$ cat config.mk
export PLATFORM = sky130hd
export DESIGN_NAME = csq_sequencer
export DESIGN_NICKNAME = d
export VERILOG_FILES = /design/src/csq_pkg.sv /design/src/csq_sequencer.sv /design/src/csq_sync.sv /design/src/csq_timer.sv
export VERILOG_INCLUDE_DIRS = /design/src
export SDC_FILE = /design/constraint.sdc
export NUM_CORES = 1
export LEC_CHECK = 0
export BUFFER_PORTS_ARGS = -buffer_cell sky130_fd_sc_hd__buf_2
export CAP_MARGIN = 5
export CORE_UTILIZATION = 50
export CTS_CLUSTER_SIZE = 10
export DETAILED_ROUTE_END_ITERATION = 7
export PLACE_DENSITY = 0.69
export SYNTH_ARGS = -nofsm -noshare
export SYNTH_HDL_FRONTEND = slang
export SYNTH_HIERARCHICAL = 1
export SYNTH_SLANG_ARGS = --single-unit
$ cat constraint.sdc
create_clock -name clk_i -period 5.4 [get_ports clk_i]
set_input_delay 1.08 -clock clk_i [delete_from_list [all_inputs] [get_ports clk_i]]
set_output_delay 1.08 -clock clk_i [all_outputs]
set_load 0.05 [all_outputs]
$ cat src/csq_params.svh
`ifndef CSQ_PARAMS_SVH
`define CSQ_PARAMS_SVH

// ==========================================================================
// Clock and tick base
`define CSQ_CLK_MHZ     200
`define CSQ_TICK_US     1000
`define CSQ_PRESC_W     18

// ==========================================================================
// Timer periods in their own units
`define CSQ_PRE_MIN     30
`define CSQ_SAFE_HR     10
`define CSQ_BOOST_MIN   1
`define CSQ_DET_MS      10
`define CSQ_TMR_W       26

// ==========================================================================
// Threshold programming
`define CSQ_PCT_W       6
`define CSQ_TERM_OPEN   6'h0A

// ==========================================================================
// Register map, byte addresses
`define CSQ_ADR_W       8
`define CSQ_ADR_CTRL    8'h00
`define CSQ_ADR_STAT    8'h04
`define CSQ_CTRL_RST    6'h0A

`endif

$ cat src/csq_pkg.sv
`default_nettype none
package csq_pkg;

  typedef enum logic [3:0] {
    ST_OFF, ST_QUAL, ST_DET, ST_PRE, ST_FAST, ST_CV, ST_DONE, ST_TOUT, ST_DIS
  } csq_state_e;

  // Qualified comparator and fault levels from the analog front end
  typedef struct packed {
    logic input_undervoltage_lockout;
    logic sleep;
    logic input_overvoltage_guard;
    logic ts_low;
    logic ts_high;
    logic ts_hot;
    logic ts_cold;
    logic ts_cool;
    logic bat_low;
    logic above_rch;
    logic at_term;
    logic at_term_boost;
    logic bat_found;
    logic thermal_reg;
    logic foldback;
    logic pgm_open;
  } csq_sense_s;

  // Commands to the power stage
  typedef struct packed {
    logic       chg_on;
    logic       qual;
    logic       pre;
    logic       fast;
    logic       half;
    logic       cv;
    logic       out_hiz;
    logic       det_run;
    logic       term_boost;
    logic [5:0] term_pct;
    logic [6:0] pre_pct;
  } csq_drive_s;

endpackage
`default_nettype wire

$ cat src/csq_sequencer.sv
`timescale 1ns/1ps
`default_nettype none
`include "csq_params.svh"
module csq_sequencer
  import csq_pkg::*;
#(
  parameter int unsigned PRESCALE    = `CSQ_TICK_US * `CSQ_CLK_MHZ,
  parameter int unsigned TPS         = 1000000 / `CSQ_TICK_US,
  parameter int unsigned PRE_TICKS   = `CSQ_PRE_MIN * 60 * TPS,
  parameter int unsigned SAFE_TICKS  = `CSQ_SAFE_HR * 3600 * TPS,
  parameter int unsigned BOOST_TICKS = `CSQ_BOOST_MIN * 60 * TPS
) (
  // Clock and reset
  input  wire logic                 clk_i,
  input  wire logic                 rst_i,
  // Wishbone slave
  input  wire logic                 wb_cyc_i,
  input  wire logic                 wb_stb_i,
  input  wire logic                 wb_we_i,
  input  wire logic [`CSQ_ADR_W-1:0] wb_adr_i,
  input  wire logic [3:0]           wb_sel_i,
  input  wire logic [31:0]          wb_dat_i,
  output logic      [31:0]          wb_dat_o,
  output logic                      wb_ack_o,
  // Analog front end
  input  wire csq_pkg::csq_sense_s  sense_i,
  output csq_pkg::csq_drive_s       drive_o
);
  import csq_pkg::*;

  localparam int unsigned DET_TICKS = `CSQ_DET_MS * 1000 / `CSQ_TICK_US;

  // ========================================================================
  // Input qualification and tick
  csq_sense_s             sy;
  logic [`CSQ_PRESC_W-1:0] presc_ff;
  logic                   tick;

  csq_sync #(
    .W ($bits(csq_sense_s))
  ) u_sync (
    .clk_i (clk_i),
    .rst_i (rst_i),
    .d_i   (sense_i),
    .q_o   (sy)
  );

  assign tick = (presc_ff == `CSQ_PRESC_W'(PRESCALE - 1));

  always_ff @(posedge clk_i) begin
    if (rst_i || tick) begin
      presc_ff <= '0;
    end else begin
      presc_ff <= presc_ff + 1'b1;
    end
  end

  // ========================================================================
  // Registers
  logic [`CSQ_PCT_W-1:0] term_pct_ff;
  logic                  ack_ff;
  logic [31:0]           rdat_ff;
  logic                  wb_req;
  csq_state_e            state_ff;
  logic                  termination_timer_disable_mode_ff;
  logic                  tslow_ff;
  logic                  tout_seen_ff;

  assign wb_req   = wb_cyc_i && wb_stb_i && !ack_ff;
  assign wb_ack_o = ack_ff;
  assign wb_dat_o = rdat_ff;

  always_ff @(posedge clk_i) begin
    if (rst_i) begin
      ack_ff <= 1'b0;
    end else begin
      ack_ff <= wb_req;
    end
  end

  always_ff @(posedge clk_i) begin
    if (rst_i) begin
      term_pct_ff <= `CSQ_CTRL_RST;
    end else if (wb_req && wb_we_i && wb_sel_i[0]
                 && wb_adr_i == `CSQ_ADR_CTRL) begin
      term_pct_ff <= wb_dat_i[`CSQ_PCT_W-1:0];
    end
  end

  // Unmapped reads still ack, with zero data, so software never hangs
  always_ff @(posedge clk_i) begin
    if (rst_i) begin
      rdat_ff <= '0;
    end else if (wb_req && !wb_we_i) begin
      unique case (wb_adr_i)
        `CSQ_ADR_CTRL: rdat_ff <= {26'h0, term_pct_ff};
        `CSQ_ADR_STAT: rdat_ff <= {24'h0, tout_seen_ff, termination_timer_disable_mode_ff,
                                   drive_o.chg_on, drive_o.term_boost,
                                   state_ff};
        default:       rdat_ff <= '0;
      endcase
    end else begin
      rdat_ff <= '0;
    end
  end

  // ========================================================================
  // Conditions
  logic hold;
  logic tfault;
  logic termination_timer_disable_mode;
  logic termination_timer_disable_mode_chg;
  logic quiet;
  logic slow;
  logic in_chg;
  logic chg_ff;
  logic det_rst_ff;
  logic det_term_ff;
  logic pre_exp;
  logic safe_exp;
  logic boost_exp;
  logic det_exp;
  logic term_hit;
  logic safe_clr;
  csq_state_e entry;

  assign hold     = sy.sleep || sy.input_overvoltage_guard;
  assign tfault   = sy.ts_hot || sy.ts_cold;
  assign termination_timer_disable_mode     = sy.ts_high && !sy.ts_low;
  assign termination_timer_disable_mode_chg = termination_timer_disable_mode != termination_timer_disable_mode_ff;
  assign slow     = sy.thermal_reg || sy.foldback;
  assign in_chg   = state_ff inside {ST_PRE, ST_FAST, ST_CV};
  assign entry    = sy.bat_low ? ST_PRE : ST_FAST;
  // Nothing of higher priority than the phase logic is pending
  assign quiet    = !sy.input_undervoltage_lockout && state_ff != ST_OFF && !sy.ts_low
                    && !tslow_ff && !termination_timer_disable_mode_chg && !hold;
  // Raised threshold during the first minute catches a full battery fast
  assign term_hit = boost_exp ? sy.at_term : sy.at_term_boost;
  // Held in reset through the mode and on any disable or power loss
  assign safe_clr = (in_chg && !chg_ff) || termination_timer_disable_mode || sy.input_undervoltage_lockout
                    || sy.ts_low || termination_timer_disable_mode_chg;

  always_ff @(posedge clk_i) begin
    if (rst_i) begin
      termination_timer_disable_mode_ff  <= 1'b0;
      tslow_ff <= 1'b0;
      chg_ff   <= 1'b0;
    end else begin
      termination_timer_disable_mode_ff  <= termination_timer_disable_mode;
      tslow_ff <= sy.ts_low;
      chg_ff   <= in_chg;
    end
  end

  // ========================================================================
  // Timers
  csq_timer u_pre (
    .clk_i   (clk_i),
    .rst_i   (rst_i),
    .clr_i   (state_ff != ST_PRE),
    .run_i   (!hold && !tfault),
    .tick_i  (tick),
    .slow_i  (slow),
    .limit_i (`CSQ_TMR_W'(PRE_TICKS)),
    .exp_o   (pre_exp)
  );

  csq_timer u_safe (
    .clk_i   (clk_i),
    .rst_i   (rst_i),
    .clr_i   (safe_clr),
    .run_i   (in_chg && !hold && !tfault),
    .tick_i  (tick),
    .slow_i  (slow),
    .limit_i (`CSQ_TMR_W'(SAFE_TICKS)),
    .exp_o   (safe_exp)
  );

  csq_timer u_boost (
    .clk_i   (clk_i),
    .rst_i   (rst_i),
    .clr_i   (in_chg && !chg_ff),
    .run_i   (in_chg),
    .tick_i  (tick),
    .slow_i  (1'b0),
    .limit_i (`CSQ_TMR_W'(BOOST_TICKS)),
    .exp_o   (boost_exp)
  );

  csq_timer u_det (
    .clk_i   (clk_i),
    .rst_i   (rst_i),
    .clr_i   (det_rst_ff || !(state_ff inside {ST_QUAL, ST_DET})),
    .run_i   (1'b1),
    .tick_i  (tick),
    .slow_i  (1'b0),
    .limit_i (`CSQ_TMR_W'(DET_TICKS)),
    .exp_o   (det_exp)
  );

  // ========================================================================
  // Phase sequencer
  always_ff @(posedge clk_i) begin
    if (rst_i) begin
      state_ff    <= ST_OFF;
      det_rst_ff  <= 1'b0;
      det_term_ff <= 1'b0;
    end else begin
      det_rst_ff <= 1'b0;
      if (sy.input_undervoltage_lockout) begin
        state_ff <= ST_OFF;
      end else if (state_ff == ST_OFF) begin
        state_ff <= ST_QUAL;
      end else if (sy.ts_low) begin
        state_ff <= ST_DIS;
      end else if (tslow_ff) begin
        state_ff <= entry;
      end else if (termination_timer_disable_mode_chg) begin
        state_ff    <= ST_DET;
        det_rst_ff  <= 1'b1;
        det_term_ff <= 1'b0;
      end else if (!hold) begin
        unique case (state_ff)
          ST_QUAL: begin
            if (det_exp) begin
              det_term_ff <= 1'b0;
              state_ff    <= (sy.above_rch && !termination_timer_disable_mode) ? ST_DET : entry;
            end
          end
          ST_DET: begin
            if (termination_timer_disable_mode && det_exp) begin
              state_ff <= entry;
            end else if (det_exp && !tfault) begin
              if (sy.bat_found) begin
                state_ff <= det_term_ff ? ST_DONE : entry;
              end else begin
                det_rst_ff  <= 1'b1;
                det_term_ff <= 1'b0;
              end
            end
          end
          ST_PRE: begin
            if (pre_exp) begin
              state_ff <= ST_TOUT;
            end else if (safe_exp && !termination_timer_disable_mode) begin
              state_ff <= ST_TOUT;
            end else if (!sy.bat_low) begin
              state_ff <= ST_FAST;
            end
          end
          ST_FAST: begin
            if (safe_exp && !termination_timer_disable_mode) begin
              state_ff <= ST_TOUT;
            end else if (sy.above_rch) begin
              state_ff <= ST_CV;
            end
          end
          ST_CV: begin
            if (safe_exp && !termination_timer_disable_mode) begin
              state_ff <= ST_TOUT;
            end else if (term_hit && !termination_timer_disable_mode && !tfault) begin
              state_ff    <= ST_DET;
              det_term_ff <= 1'b1;
            end
          end
          ST_DONE: begin
            if (!sy.above_rch) begin
              state_ff <= entry;
            end
          end
          ST_TOUT, ST_DIS, ST_OFF: begin
            state_ff <= state_ff;
          end
        endcase
      end
    end
  end

  // Sticky record of a timeout, cleared only by a fresh cycle
  always_ff @(posedge clk_i) begin
    if (rst_i) begin
      tout_seen_ff <= 1'b0;
    end else if (state_ff == ST_TOUT) begin
      tout_seen_ff <= 1'b1;
    end else if (in_chg && !chg_ff) begin
      tout_seen_ff <= 1'b0;
    end
  end

  // ========================================================================
  // Power stage commands
  always_ff @(posedge clk_i) begin
    if (rst_i) begin
      drive_o <= '0;
    end else begin
      drive_o.out_hiz    <= sy.input_undervoltage_lockout;
      drive_o.chg_on     <= !sy.input_undervoltage_lockout && !hold && !tfault && !sy.ts_low
                            && (in_chg || state_ff == ST_QUAL);
      drive_o.qual       <= !sy.input_undervoltage_lockout && state_ff == ST_QUAL;
      drive_o.pre        <= !sy.input_undervoltage_lockout && state_ff == ST_PRE;
      drive_o.fast       <= !sy.input_undervoltage_lockout && state_ff == ST_FAST;
      drive_o.cv         <= !sy.input_undervoltage_lockout && state_ff == ST_CV;
      drive_o.half       <= !sy.input_undervoltage_lockout && sy.ts_cool && !tfault;
      drive_o.det_run    <= !sy.input_undervoltage_lockout && state_ff == ST_DET;
      drive_o.term_boost <= !sy.input_undervoltage_lockout && in_chg && !boost_exp;
      drive_o.term_pct   <= sy.pgm_open ? `CSQ_TERM_OPEN
                                        : term_pct_ff;
      drive_o.pre_pct    <= sy.pgm_open ? {`CSQ_TERM_OPEN, 1'b0}
                                        : {term_pct_ff, 1'b0};
    end
  end
endmodule
`default_nettype wire

$ cat src/csq_sync.sv
`timescale 1ns/1ps
`default_nettype none
module csq_sync #(
  parameter int unsigned W = 16
) (
  // Clock and reset
  input  wire logic         clk_i,
  input  wire logic         rst_i,
  // Levels
  input  wire logic [W-1:0] d_i,
  output logic      [W-1:0] q_o
);
  logic [W-1:0] s1_ff;
  logic [W-1:0] s2_ff;
  logic [W-1:0] s3_ff;
  logic [W-1:0] q_ff;

  // Stages are cleared so that no unknown reaches the agreement logic
  always_ff @(posedge clk_i) begin
    if (rst_i) begin
      s1_ff <= '0;
      s2_ff <= '0;
      s3_ff <= '0;
    end else begin
      s1_ff <= d_i;
      s2_ff <= s1_ff;
      s3_ff <= s2_ff;
    end
  end

  // A bit moves only once two stages agree, so a one-cycle glitch is dropped
  always_ff @(posedge clk_i) begin
    if (rst_i) begin
      q_ff <= '0;
    end else begin
      q_ff <= (q_ff & (s2_ff ^ s3_ff)) | (s2_ff & ~(s2_ff ^ s3_ff));
    end
  end

  assign q_o = q_ff;
endmodule
`default_nettype wire

$ cat src/csq_timer.sv
`timescale 1ns/1ps
`default_nettype none
`include "csq_params.svh"
module csq_timer (
  // Clock and reset
  input  wire logic                  clk_i,
  input  wire logic                  rst_i,
  // Control
  input  wire logic                  clr_i,
  input  wire logic                  run_i,
  input  wire logic                  tick_i,
  input  wire logic                  slow_i,
  input  wire logic [`CSQ_TMR_W-1:0] limit_i,
  // Status
  output logic                       exp_o
);
  logic [`CSQ_TMR_W-1:0] cnt_ff;
  logic                  half_ff;

  assign exp_o = (cnt_ff >= limit_i);

  always_ff @(posedge clk_i) begin
    if (rst_i || clr_i) begin
      cnt_ff  <= '0;
      half_ff <= 1'b0;
    end else if (run_i && tick_i && !exp_o) begin
      half_ff <= slow_i ? ~half_ff : 1'b0;
      if (!slow_i || half_ff) begin
        cnt_ff <= cnt_ff + 1'b1;
      end
    end
  end
endmodule
`default_nettype wire

# Word level (Yosys, flattened, before mapping)
# Cells that the tools add are included.
dict set report word_totals {
  register_bits 255
  out_inout_bits 55
  elab_cells 232
}
dict set report op_classes {
  n_addsub 5
  magnitude_cmp 4
  eq_ne 46
  n_mux 44
  bitwise_logic 12
  n_reduce_logical 86
}
# operator n
set ops {}
lappend ops {{26-bit by 1-bit adder with 26-bit output, second input constant} 4}
lappend ops {{4-bit 2-to-1 mux} 17}
lappend ops {{1-bit logical AND} 37}
lappend ops {{16-bit bitwise AND} 2}
lappend ops {{6-bit by 5-bit inequality test with 1-bit output, second input constant} 5}
lappend ops {{9-bit AND reduction} 3}
lappend ops {{26-bit by 16-bit greater-or-equal comparator with 1-bit output, second input constant} 1}
lappend ops {{26-bit by 21-bit greater-or-equal comparator with 1-bit output, second input constant} 1}
lappend ops {{26-bit greater-or-equal comparator, second input constant} 1}
lappend ops {{26-bit by 4-bit greater-or-equal comparator with 1-bit output, second input constant} 1}
lappend ops {{5-bit by 4-bit inequality test with 1-bit output, second input constant} 5}
lappend ops {{4-bit one-hot mux with 6 select lines} 1}
lappend ops {{3-bit inequality test, second input constant} 7}
lappend ops {{7-bit by 5-bit inequality test with 1-bit output, second input constant} 3}
lappend ops {{1-bit 2-to-1 mux} 20}
lappend ops {{18-bit by 1-bit adder with 18-bit output, second input constant} 1}
lappend ops {{18-bit == test, second input constant} 1}
lappend ops {{4-bit by 3-bit == test with 1-bit output, second input constant} 4}
lappend ops {{1-bit logical OR} 16}
lappend ops {{16-bit inverter} 1}
lappend ops {{16-bit bitwise OR} 1}
lappend ops {{8-bit one-hot mux with 2 select lines} 1}
lappend ops {{16-bit bitwise XOR} 1}
lappend ops {{1-bit zero test} 14}
lappend ops {{other kinds (30)} 49}

# Longest topological paths before layout
# Gate-level depths: netlist of run 1.
dict set report depth {
  ltp_word 13
  mapped_depth 15
  ltp_nobuf 13
}

# By module
# The synthesis of run 1 kept the hierarchy.
# module instances cells_per_inst area_per_inst_um2 seq_area_each_um2
set modules_own_cells {}
lappend modules_own_cells {{csq_timer at u_boost ...} 3 265 2084.5 540.5}
lappend modules_own_cells {csq_sequencer 1 339 2856.5 1161.1}
lappend modules_own_cells {{csq_timer at u_safe} 1 278 2254.7 540.5}
lappend modules_own_cells {csq_sync 1 167 2050.7 1281.2}

# Worst setup path after synthesis of run 1
# No wires, ideal clock.
dict set report synth_path {
  path_kind {flip-flop to flip-flop}
  from {register presc_ff[0]}
  to {register u_safe.cnt_ff[9]}
  setup_ps 135
  arrival_time_ps 3099
  required_ps 5265
  path_slack_ps 2166
  path_stages_with_launch 10
  path_buffers 1
  synth_period_minus_slack_ps 3234
  path_cell_list {dfxtp_1 -> ha_1 -> nand3_1 -> nor4_1 -> and2_1 -> clkbuf_1 -> nand2_1 -> or4_1 -> o311ai_0 -> o41ai_1}
}
dict set report synth_via {
  elab_chain_len 4
}
# item line_no
set synth_rtl {}
lappend synth_rtl {{start: declaration} csq_sequencer.sv:36} ;# logic [`CSQ_PRESC_W-1:0] presc_ff;
lappend synth_rtl {{start signal: assignment} csq_sequencer.sv:54} ;# presc_ff <= presc_ff + 1'b1;
lappend synth_rtl {{18-bit == test} csq_sequencer.sv:48} ;# assign tick = (presc_ff == `CSQ_PRESC_W'(PRESCALE - 1));
lappend synth_rtl {{via tick} csq_sequencer.sv:37} ;# logic tick;
lappend synth_rtl {{1-bit logical AND (2 in a row)} csq_timer.sv:26} ;# end else if (run_i && tick_i && !exp_o) begin
lappend synth_rtl {{2-bit AND reduction (no source line)} n/a}
lappend synth_rtl {{end signal: assignment} csq_timer.sv:29} ;# cnt_ff <= cnt_ff + 1'b1;
lappend synth_rtl {{end: declaration} csq_timer.sv:17} ;# logic [`CSQ_TMR_W-1:0] cnt_ff;
# The timed path passes the listed nets, and every way through them passes these cells.
# A chain may end at the register's enable or synchronous reset.

# Worst setup path in the final report of run 1
dict set report layout_path {
  from {register presc_ff[0]}
  to {register u_pre.cnt_ff[24]}
}
dict set report layout_via {
  elab_chain_len 4
}
# item line_no
set layout_rtl {}
lappend layout_rtl {{18-bit == test} csq_sequencer.sv:48}
lappend layout_rtl {{via tick} csq_sequencer.sv:37}
lappend layout_rtl {{1-bit logical AND (2 in a row)} csq_timer.sv:26}
lappend layout_rtl {{2-bit AND reduction (no source line)} n/a}
lappend layout_rtl {{end signal: assignment} csq_timer.sv:29}
lappend layout_rtl {{end: declaration} csq_timer.sv:17}
# The timed path passes the listed nets, and every way through them passes these cells.

==> out/results.txt, run 1 <==
mux cell area share after synthesis: 1.05%
power per cell area: 247 nW/um^2
worst setup path start: presc_ff[0]
DRT Pass-1 Iters: 8
row cnt: 59
layout cells sized above 1: 11.6%
cell mode on critical path: nand3_1
Core ar.: 26200 um^2
Syn Inst Count: 1579
pin count of the biggest net entering global routing: 75
CTS tree: done
Via Count: 11600
vias per std cell: 5.64
Wirelength per Cell: 14.4 um
critical path endpoint category: register
syn avg cell area: 8.50 um^2
area share of xor/xnor cells in the synthesized design: 1.24%
crit path cell chain: ha_1 -> nand3_1 -> nor4_2 -> nand3_1 -> nor2_1 -> nand2_1 -> or4_1 -> a21oi_1
HP Start: u_sync/s1_ff[2]
largest family of logic cells by synthesized area: simple AND/OR/NAND/NOR gates
Final Max Tran Viols: 0
final worst path period share: 71.2%
total track usage: 21.3%
Fmax: 0.260 GHz
CP Class: reg2reg
Crit path depth: 8
gpl congestion: 0.874
Post-DRT Antenna Nets: 0
final setup TNS: 0 ns
P&R area growth vs syn: 11.0%
hpwl dp: 20300 um
Main synth FF type: dfxtp_1
Lkg Pwr: 5.81 nW
initial core utilization: 51.2%
Req. time, crit path: 5.88 ns
Post-CTS Hold Buffers: 0
slack of the critical path: 1.55 ns
clk sink count: 230
CTS buffer count: 28
worst-case clock skew: 0.0106 ns
Finish-stage setup viols: 0
Compound-Gate Fraction of Synth Area: 18.8%
PortBufs: 65
VDD IR max: 0.260 mV
Reg2Reg Depth: 8
synthesized cell area: 13400 um^2
R2R setup slack: 1.55 ns
reg2reg end: u_pre/cnt_ff[24]
post-CTS sizing: 0
CTS clk-pin slew, worst paths: 0.05 ns
Layout Nets: 1883
CP max-delay cell: nand3_1
HP Class: reg2reg
RSZ-0062 raised after global routing: false
global-route wire length before repair: 50200 um
Post-synth ARST share: 0%
CP Launch Type: register
Die X: 166 um
Total Routed Length: 29600 um
CTS max path bufs: 3
most common cell after layout, fill and taps aside: dfxtp_1
initial antenna violation count: 0
Seq/Total Area, Yosys: 34.3%
Worst setup endpoint: u_pre/cnt_ff[24]
DR iter-0 viols: 736
setup bufs post-CTS: 0
synth unique cells: 74
Die Span Y: 166 um
clk_lat worst skew: 0.55 ns
Post-synth EDFFs: 0
CP max FO: 28
worst path buffer plus inverter count: 0
I/O pin count: 120
Synth Area in Adders: 10.2%
fin crit period: 3.85 ns
CP max stage delay: 0.90 ns
worst slew pin tran: 1.02 ns
reg2reg start: presc_ff[0]
most frequent cells in the layout: dfxtp_1, a21oi_1, conb_1, inv_1, ha_1
violations in the final reports: DRC
DRC Markers: 10
slew margin rel.: 31.9%
Filler Cell Count: 2409
Simple-Gate Fraction of Synth Area: 25.8%
Diodes inserted: 0
H-tree levels: 1
FF+latch count, synth: 230
total gr overflow: 0
critical path's top delay family: simple AND/OR/NAND/NOR gates
die area: 27500 um^2
Hold Vio Cnt, Final: 0
vias in the first global route: 10700
status: finished, violations left
Max Cap Violations: 0
root buf cell: clkbuf_16
crit path DAT: 4.32 ns
Post-Place Worst Slack: 1.57 ns
Synth Warn #: 6
-- sequential cells by signal, summed over array words and instances, names as in the netlist, 4 cells and up, named ones only --
| register | cells |
|---|---|
| u_boost/cnt_ff | 26 |
| u_sync/s1_ff | 16 |
| state_ff | 4 |
| u_det/cnt_ff | 26 |
| u_sync/s3_ff | 16 |
| presc_ff | 18 |
| drive_o | 15 |
| term_pct_ff | 6 |
| u_pre/cnt_ff | 26 |
| u_safe/cnt_ff | 26 |
| u_sync/s2_ff | 16 |
| wb_dat_o | 8 |
-- cell families (layout without fill, tap and decap cells) --
group           count (synthesis)  after routing
simple gates                  594            594
compound gates                374            374
buf+inv                       237            242
flops                         230            230
fa+ha+maj                     109            109
xor+xnor                       19             19
mux                            14             14
other cells                     2            136
-- layer usage --
metal | track usage [%] | wire length (um)
met2 | 35.1 | 13100
met4 | 8.17 | 985
met1 | 28.0 | 14000
met3 | 3.65 | 1500
met5 | 0 | 0
-- synth_stat cells, types with 8 or more instances --
| library cell | instances | area (um^2) |
|---|---|---|
| dfxtp_1 | 230 | 4600 |
| a21oi_1 | 139 | 696 |
| inv_1 | 127 | 477 |
| ha_1 | 109 | 1360 |
| nand2_1 | 93 | 349 |
| nor2_1 | 85 | 319 |
| or4_1 | 78 | 586 |
| o31ai_1 | 74 | 556 |
| nand3_1 | 66 | 330 |
| nand4_1 | 58 | 363 |
| nor2b_2 | 44 | 385 |
| o21ai_0 | 43 | 215 |
| clkbuf_1 | 35 | 131 |
| buf_4 | 34 | 255 |
| or3_1 | 32 | 200 |
| and3_1 | 28 | 175 |
| a21oi_2 | 19 | 166 |
| buf_2 | 19 | 95.1 |
| nor4_1 | 19 | 119 |
| nor3_1 | 16 | 80.1 |
| buf_6 | 15 | 169 |
| mux2i_1 | 13 | 130 |
| and2_1 | 12 | 75.1 |
| and4_1 | 12 | 105 |
| nand2b_1 | 12 | 75.1 |
| nor2b_1 | 12 | 75.1 |
| o41ai_1 | 10 | 87.6 |
| xnor2_1 | 10 | 87.6 |
| or2_2 | 9 | 56.3 |
| xor2_1 | 9 | 78.8 |
| a21o_1 | 8 | 60.1 |
-- per-stage QoR --
stage / hold slack, ns / power (mW) / instance area, um^2 / util (%) / instances
2_1_floorplan: 0.406 / 1.96 / 13900 / - / 1713
3_3_place_gp: 0.419 / 1.98 / 14100 / 53.7 / 2014
3_5_place_dp: 0.420 / 1.98 / 14100 / 53.7 / 2014
4_1_cts: 0.437 / 3.71 / 14900 / 56.8 / 2053
5_1_grt: 0.447 / 3.81 / 14900 / 56.8 / 2053
6_report: 0.437 / 3.67 / 14900 / 56.8 / 2053
-- worst register-to-register path: stages (launching register included) --
cell     delay (ns)
dfxtp_1        0.38
ha_1           0.23
nand3_1        0.22
nor4_2         0.79
nand3_1        0.90
nor2_1         0.44
nand2_1        0.17
or4_1          0.49
a21oi_1        0.15
-- layout make-up --
| cell class | instances | area, um^2 | area share (%) |
|---|---|---|---|
| tap | 335 | 419 | 2.81 |
| multi-input combinational | 1246 | 8170 | 54.8 |
| sequential | 230 | 4600 | 30.9 |
| clock inverter | 4 | 70.1 | 0.470 |
| clock buffer | 35 | 757 | 5.08 |
| inverter | 130 | 488 | 3.28 |
| timing repair buffer | 73 | 388 | 2.60 |
-- where the power goes --
group | total, mW | leakage [nW] | switching [mW] | internal [mW]
sequential | 1.73 | 1.86 | 0.0143 | 1.72
combinational | 0.219 | 3.54 | 0.152 | 0.0670
clock | 1.72 | 0.405 | 0.700 | 1.02
-- worst min-delay path by stage --
| stage | to | slack [ns] | depth (start not counted) |
|---|---|---|---|
| detailed placement | u_sync/s2_ff[4] | 0.42 | 1 |
| finish | u_sync/s2_ff[2] | 0.44 | 1 |
| global route | u_sync/s2_ff[2] | 0.45 | 1 |
| CTS | u_sync/s2_ff[4] | 0.44 | 1 |
| global placement | u_sync/s2_ff[2] | 0.42 | 1 |
| floorplan | drive_o[17] | 0.41 | 2 |
Power figures use the tool's default switching activity.
==> inputs of run 2 (changes only) <==
ABC_AREA = 1   (was not set)
PLACE_DENSITY = 0.71   (was 0.69)
clock period = 3.3 ns   (was 5.4 ns; I/O delays follow)
==> out/results.txt, run 2 <==
DRC Markers: 0 (-10)
status: finished clean
Die X: 176 um (+6.2%)
cell mode on critical path: nand2_1
CP Launch Type: register
Post-DRT Antenna Nets: 0 (unchanged)
FF+latch count, synth: 230 (unchanged)
PortBufs: 65 (unchanged)
worst slew pin tran: 0.649 ns (-0.369 ns)
most area-consuming cells after synthesis: dfxtp_1, nand2_1, inv_1
Total Routed Length: 32800 um (+11%)
synth unique cells: 39 (-47%)
total gr overflow: 0 (unchanged)
final setup TNS: 0 ns (unchanged)
Die Span Y: 176 um (+6.2%)
slew margin rel.: 56.4% (+24 points)
initial antenna violation count: 0 (unchanged)
critical path's top delay family: simple AND/OR/NAND/NOR gates
Via Count: 14300 (+23%)
row cnt: 63 (+6.8%)
Main synth FF type: dfxtp_1
Lkg Pwr: 8.30 nW (+43%)
syn avg cell area: 6.30 um^2 (-26%)
Diodes inserted: 0 (unchanged)
Req. time, crit path: 3.75 ns (-2.13 ns)
gpl congestion: 0.887 (+1.5%)
vias in the first global route: 13100 (+22%)
Max Cap Violations: 0 (unchanged)
CTS clk-pin slew, worst paths: 0.05 ns (about the same)
layout cells sized above 1: 8.30% (-3.3 points)
Post-CTS Hold Buffers: 0 (unchanged)
CTS tree: done
hpwl dp: 24500 um (+21%)
P&R area growth vs syn: 11.4%
H-tree levels: 1 (unchanged)
slack of the critical path: 0.574 ns (-0.979 ns)
Synth area leader: dfxtp_1
CP max stage delay: 0.43 ns (-0.47 ns)
crit path cell chain: ha_1 -> nand2_1 -> inv_1 -> nand2_1 -> nand2_1 -> a21oi_1 -> nand3_1 -> nor2_4 -> inv_1 -> nand3_1 -> nand2_1 -> inv_1 -> nor2_1 -> nor2_1 -> nand3_1 -> nand2_1 -> nand2_1 -> nand2_1 -> nand3_1 -> nand2_1 -> inv_1
crit path DAT: 3.17 ns (-1.15 ns)
Synth top area share: 30.4% (-4.0 points)
VDD IR max: 0.431 mV (+66%)
Core ar.: 29700 um^2 (+13%)
Final Max Tran Viols: 0 (unchanged)
pin count of the biggest net entering global routing: 49 (-35%)
Hold Slack: 0.299 ns (-0.138 ns)
placed cell count: 2927 (+45%)
post-CTS sizing: 0 (unchanged)
global-route wire length before repair: 57000 um (+13%)
Filler Cell Count: 2920 (+21%)
RSZ-0062 raised after global routing: false
overall power: 6.77 mW (+84%)
Finished Layout Cells: 2967 (+45%)
Synth Warn #: 6 (unchanged)
Syn Inst Count: 2406 (+52%)
Hold Vio Cnt, Final: 0 (unchanged)
Multi-input gate area: 8510 um^2 (+4.2%)
Post-synth ARST share: 0% (unchanged)
Post-synth EDFFs: 0 (unchanged)
Post-Place Worst Slack: 0.554 ns (-1.02 ns)
most common cell after layout, fill and taps aside: nand2_1
die area: 31000 um^2 (+13%)
most frequent cells in the layout: nand2_1, inv_1, nor2_1, dfxtp_1, nand3_1
cell with the most instances after synthesis: nand2_1
Finish-stage setup viols: 0 (unchanged)
root buf cell: clkbuf_16
I/O pin count: 120 (unchanged)
clk sink count: 230 (unchanged)
sequential standard cell area: 4600 um^2 (unchanged)
Post-synth top cells: nand2_1, inv_1, nor2_1
fin crit period: 2.73 ns (-1.12 ns)
setup bufs post-CTS: 0 (unchanged)
worst path buffer plus inverter count: 4 (+4)
CP max FO: 6 (-79%)
DR iter-0 viols: 757 (+2.9%)
R2R setup slack: 0.57 ns (-0.98 ns)
CP max-delay cell: dfxtp_1
CP Class: reg2reg
synthesized cell area: 15200 um^2 (+13%)
Layout Nets: 2741 (+46%)
Seq/Total Area, Yosys: 30.4% (-4.0 points)
CTS buffer count: 28 (unchanged)
power per cell area: 401 nW/um^2 (+63%)
final worst path period share: 82.6% (+11 points)
vias per std cell: 4.81 (-15%)
clk_lat worst skew: 0.56 ns (about the same)
DRT Pass-1 Iters: 5 (-3)
critical path endpoint category: register
HP Class: in2reg
worst-case clock skew: 0.0202 ns (+0.00961 ns)
total track usage: 21.5% (+0.18 points)
CTS max path bufs: 3 (unchanged)
initial core utilization: 51.0% (-0.16 points)
Wirelength per Cell: 11.0 um (-23%)
Fmax: 0.367 GHz (+41%)
run 2: changes by cell type after synthesis, sizes merged, moves of 73 or more:
| cell | change |
|---|---|
| or4 | -82 |
| inv | +394 |
| nand2 | +476 |
| nor2 | +321 |
| nand3 | +96 |
| o31ai | -73 |
run 2: tightest hold or removal path: stages:
cell and delay [ns]:
buf_2 0.07, inv_1 0.03, nor2_1 0.06
run 2: report_power, final:
group / leakage [nW] / internal [mW] / switching, mW / total [mW]
Clock: 0.409 / 1.70 / 1.15 / 2.85
Combinational: 6.02 / 0.303 / 0.726 / 1.03
Sequential: 1.86 / 2.84 / 0.0497 / 2.89
Total: 8.30 / 4.84 / 1.93 / 6.77
run 2: cell type report:
class	instances	area share, %
Multi-Input combinational cell	1701	50.4
Sequential cell	230	27.3
Inverter	524	11.6
Clock buffer	37	4.59
Tap cell	390	2.89
Timing Repair Buffer	82	2.83
Clock inverter	3	0.385
run 2: worst paths after layout:
| path | from | end | depth (start not counted) |
|---|---|---|---|
| worst max-delay path | u_det/cnt_ff[20] | state_ff[0] | 21 |
| worst max register to register | u_det/cnt_ff[20] | state_ff[0] | 21 |
| worst min register to register | u_sync/s1_ff[1] | u_sync/s2_ff[1] | 2 |
| worst min-delay path | sense_i[2] | u_sync/s1_ff[2] | 3 |
run 2: cell families after synthesis:
| logic type | after synthesis | synth area share (%) |
|---|---|---|
| simple gates | 1297 | 38.1 |
| fa+ha+maj | 109 | 8.99 |
| other cells | 2 | 0.0495 |
| flops | 230 | 30.4 |
| compound gates | 157 | 5.46 |
| buf+inv | 605 | 16.7 |
| xor+xnor | 6 | 0.347 |
run 2: routing by layer:
metal	part of all wire [%]	track usage [%]	up-vias	routed length (um)
li1	-	-	7587	-
met1	46	27.1	6369	15100
met2	48	38.4	258	15600
met3	3.5	2.43	63	1160
met4	2.7	6.20	0	898
met5	0	0	-	0
run 2: stage by stage:
step	instance area, um^2	utilization [%]
after floorplan	15700	-
after global placement	16100	54.0
after global routing	16900	56.8
after detailed placement	16100	54.0
after CTS	16900	56.8
final	16900	56.8
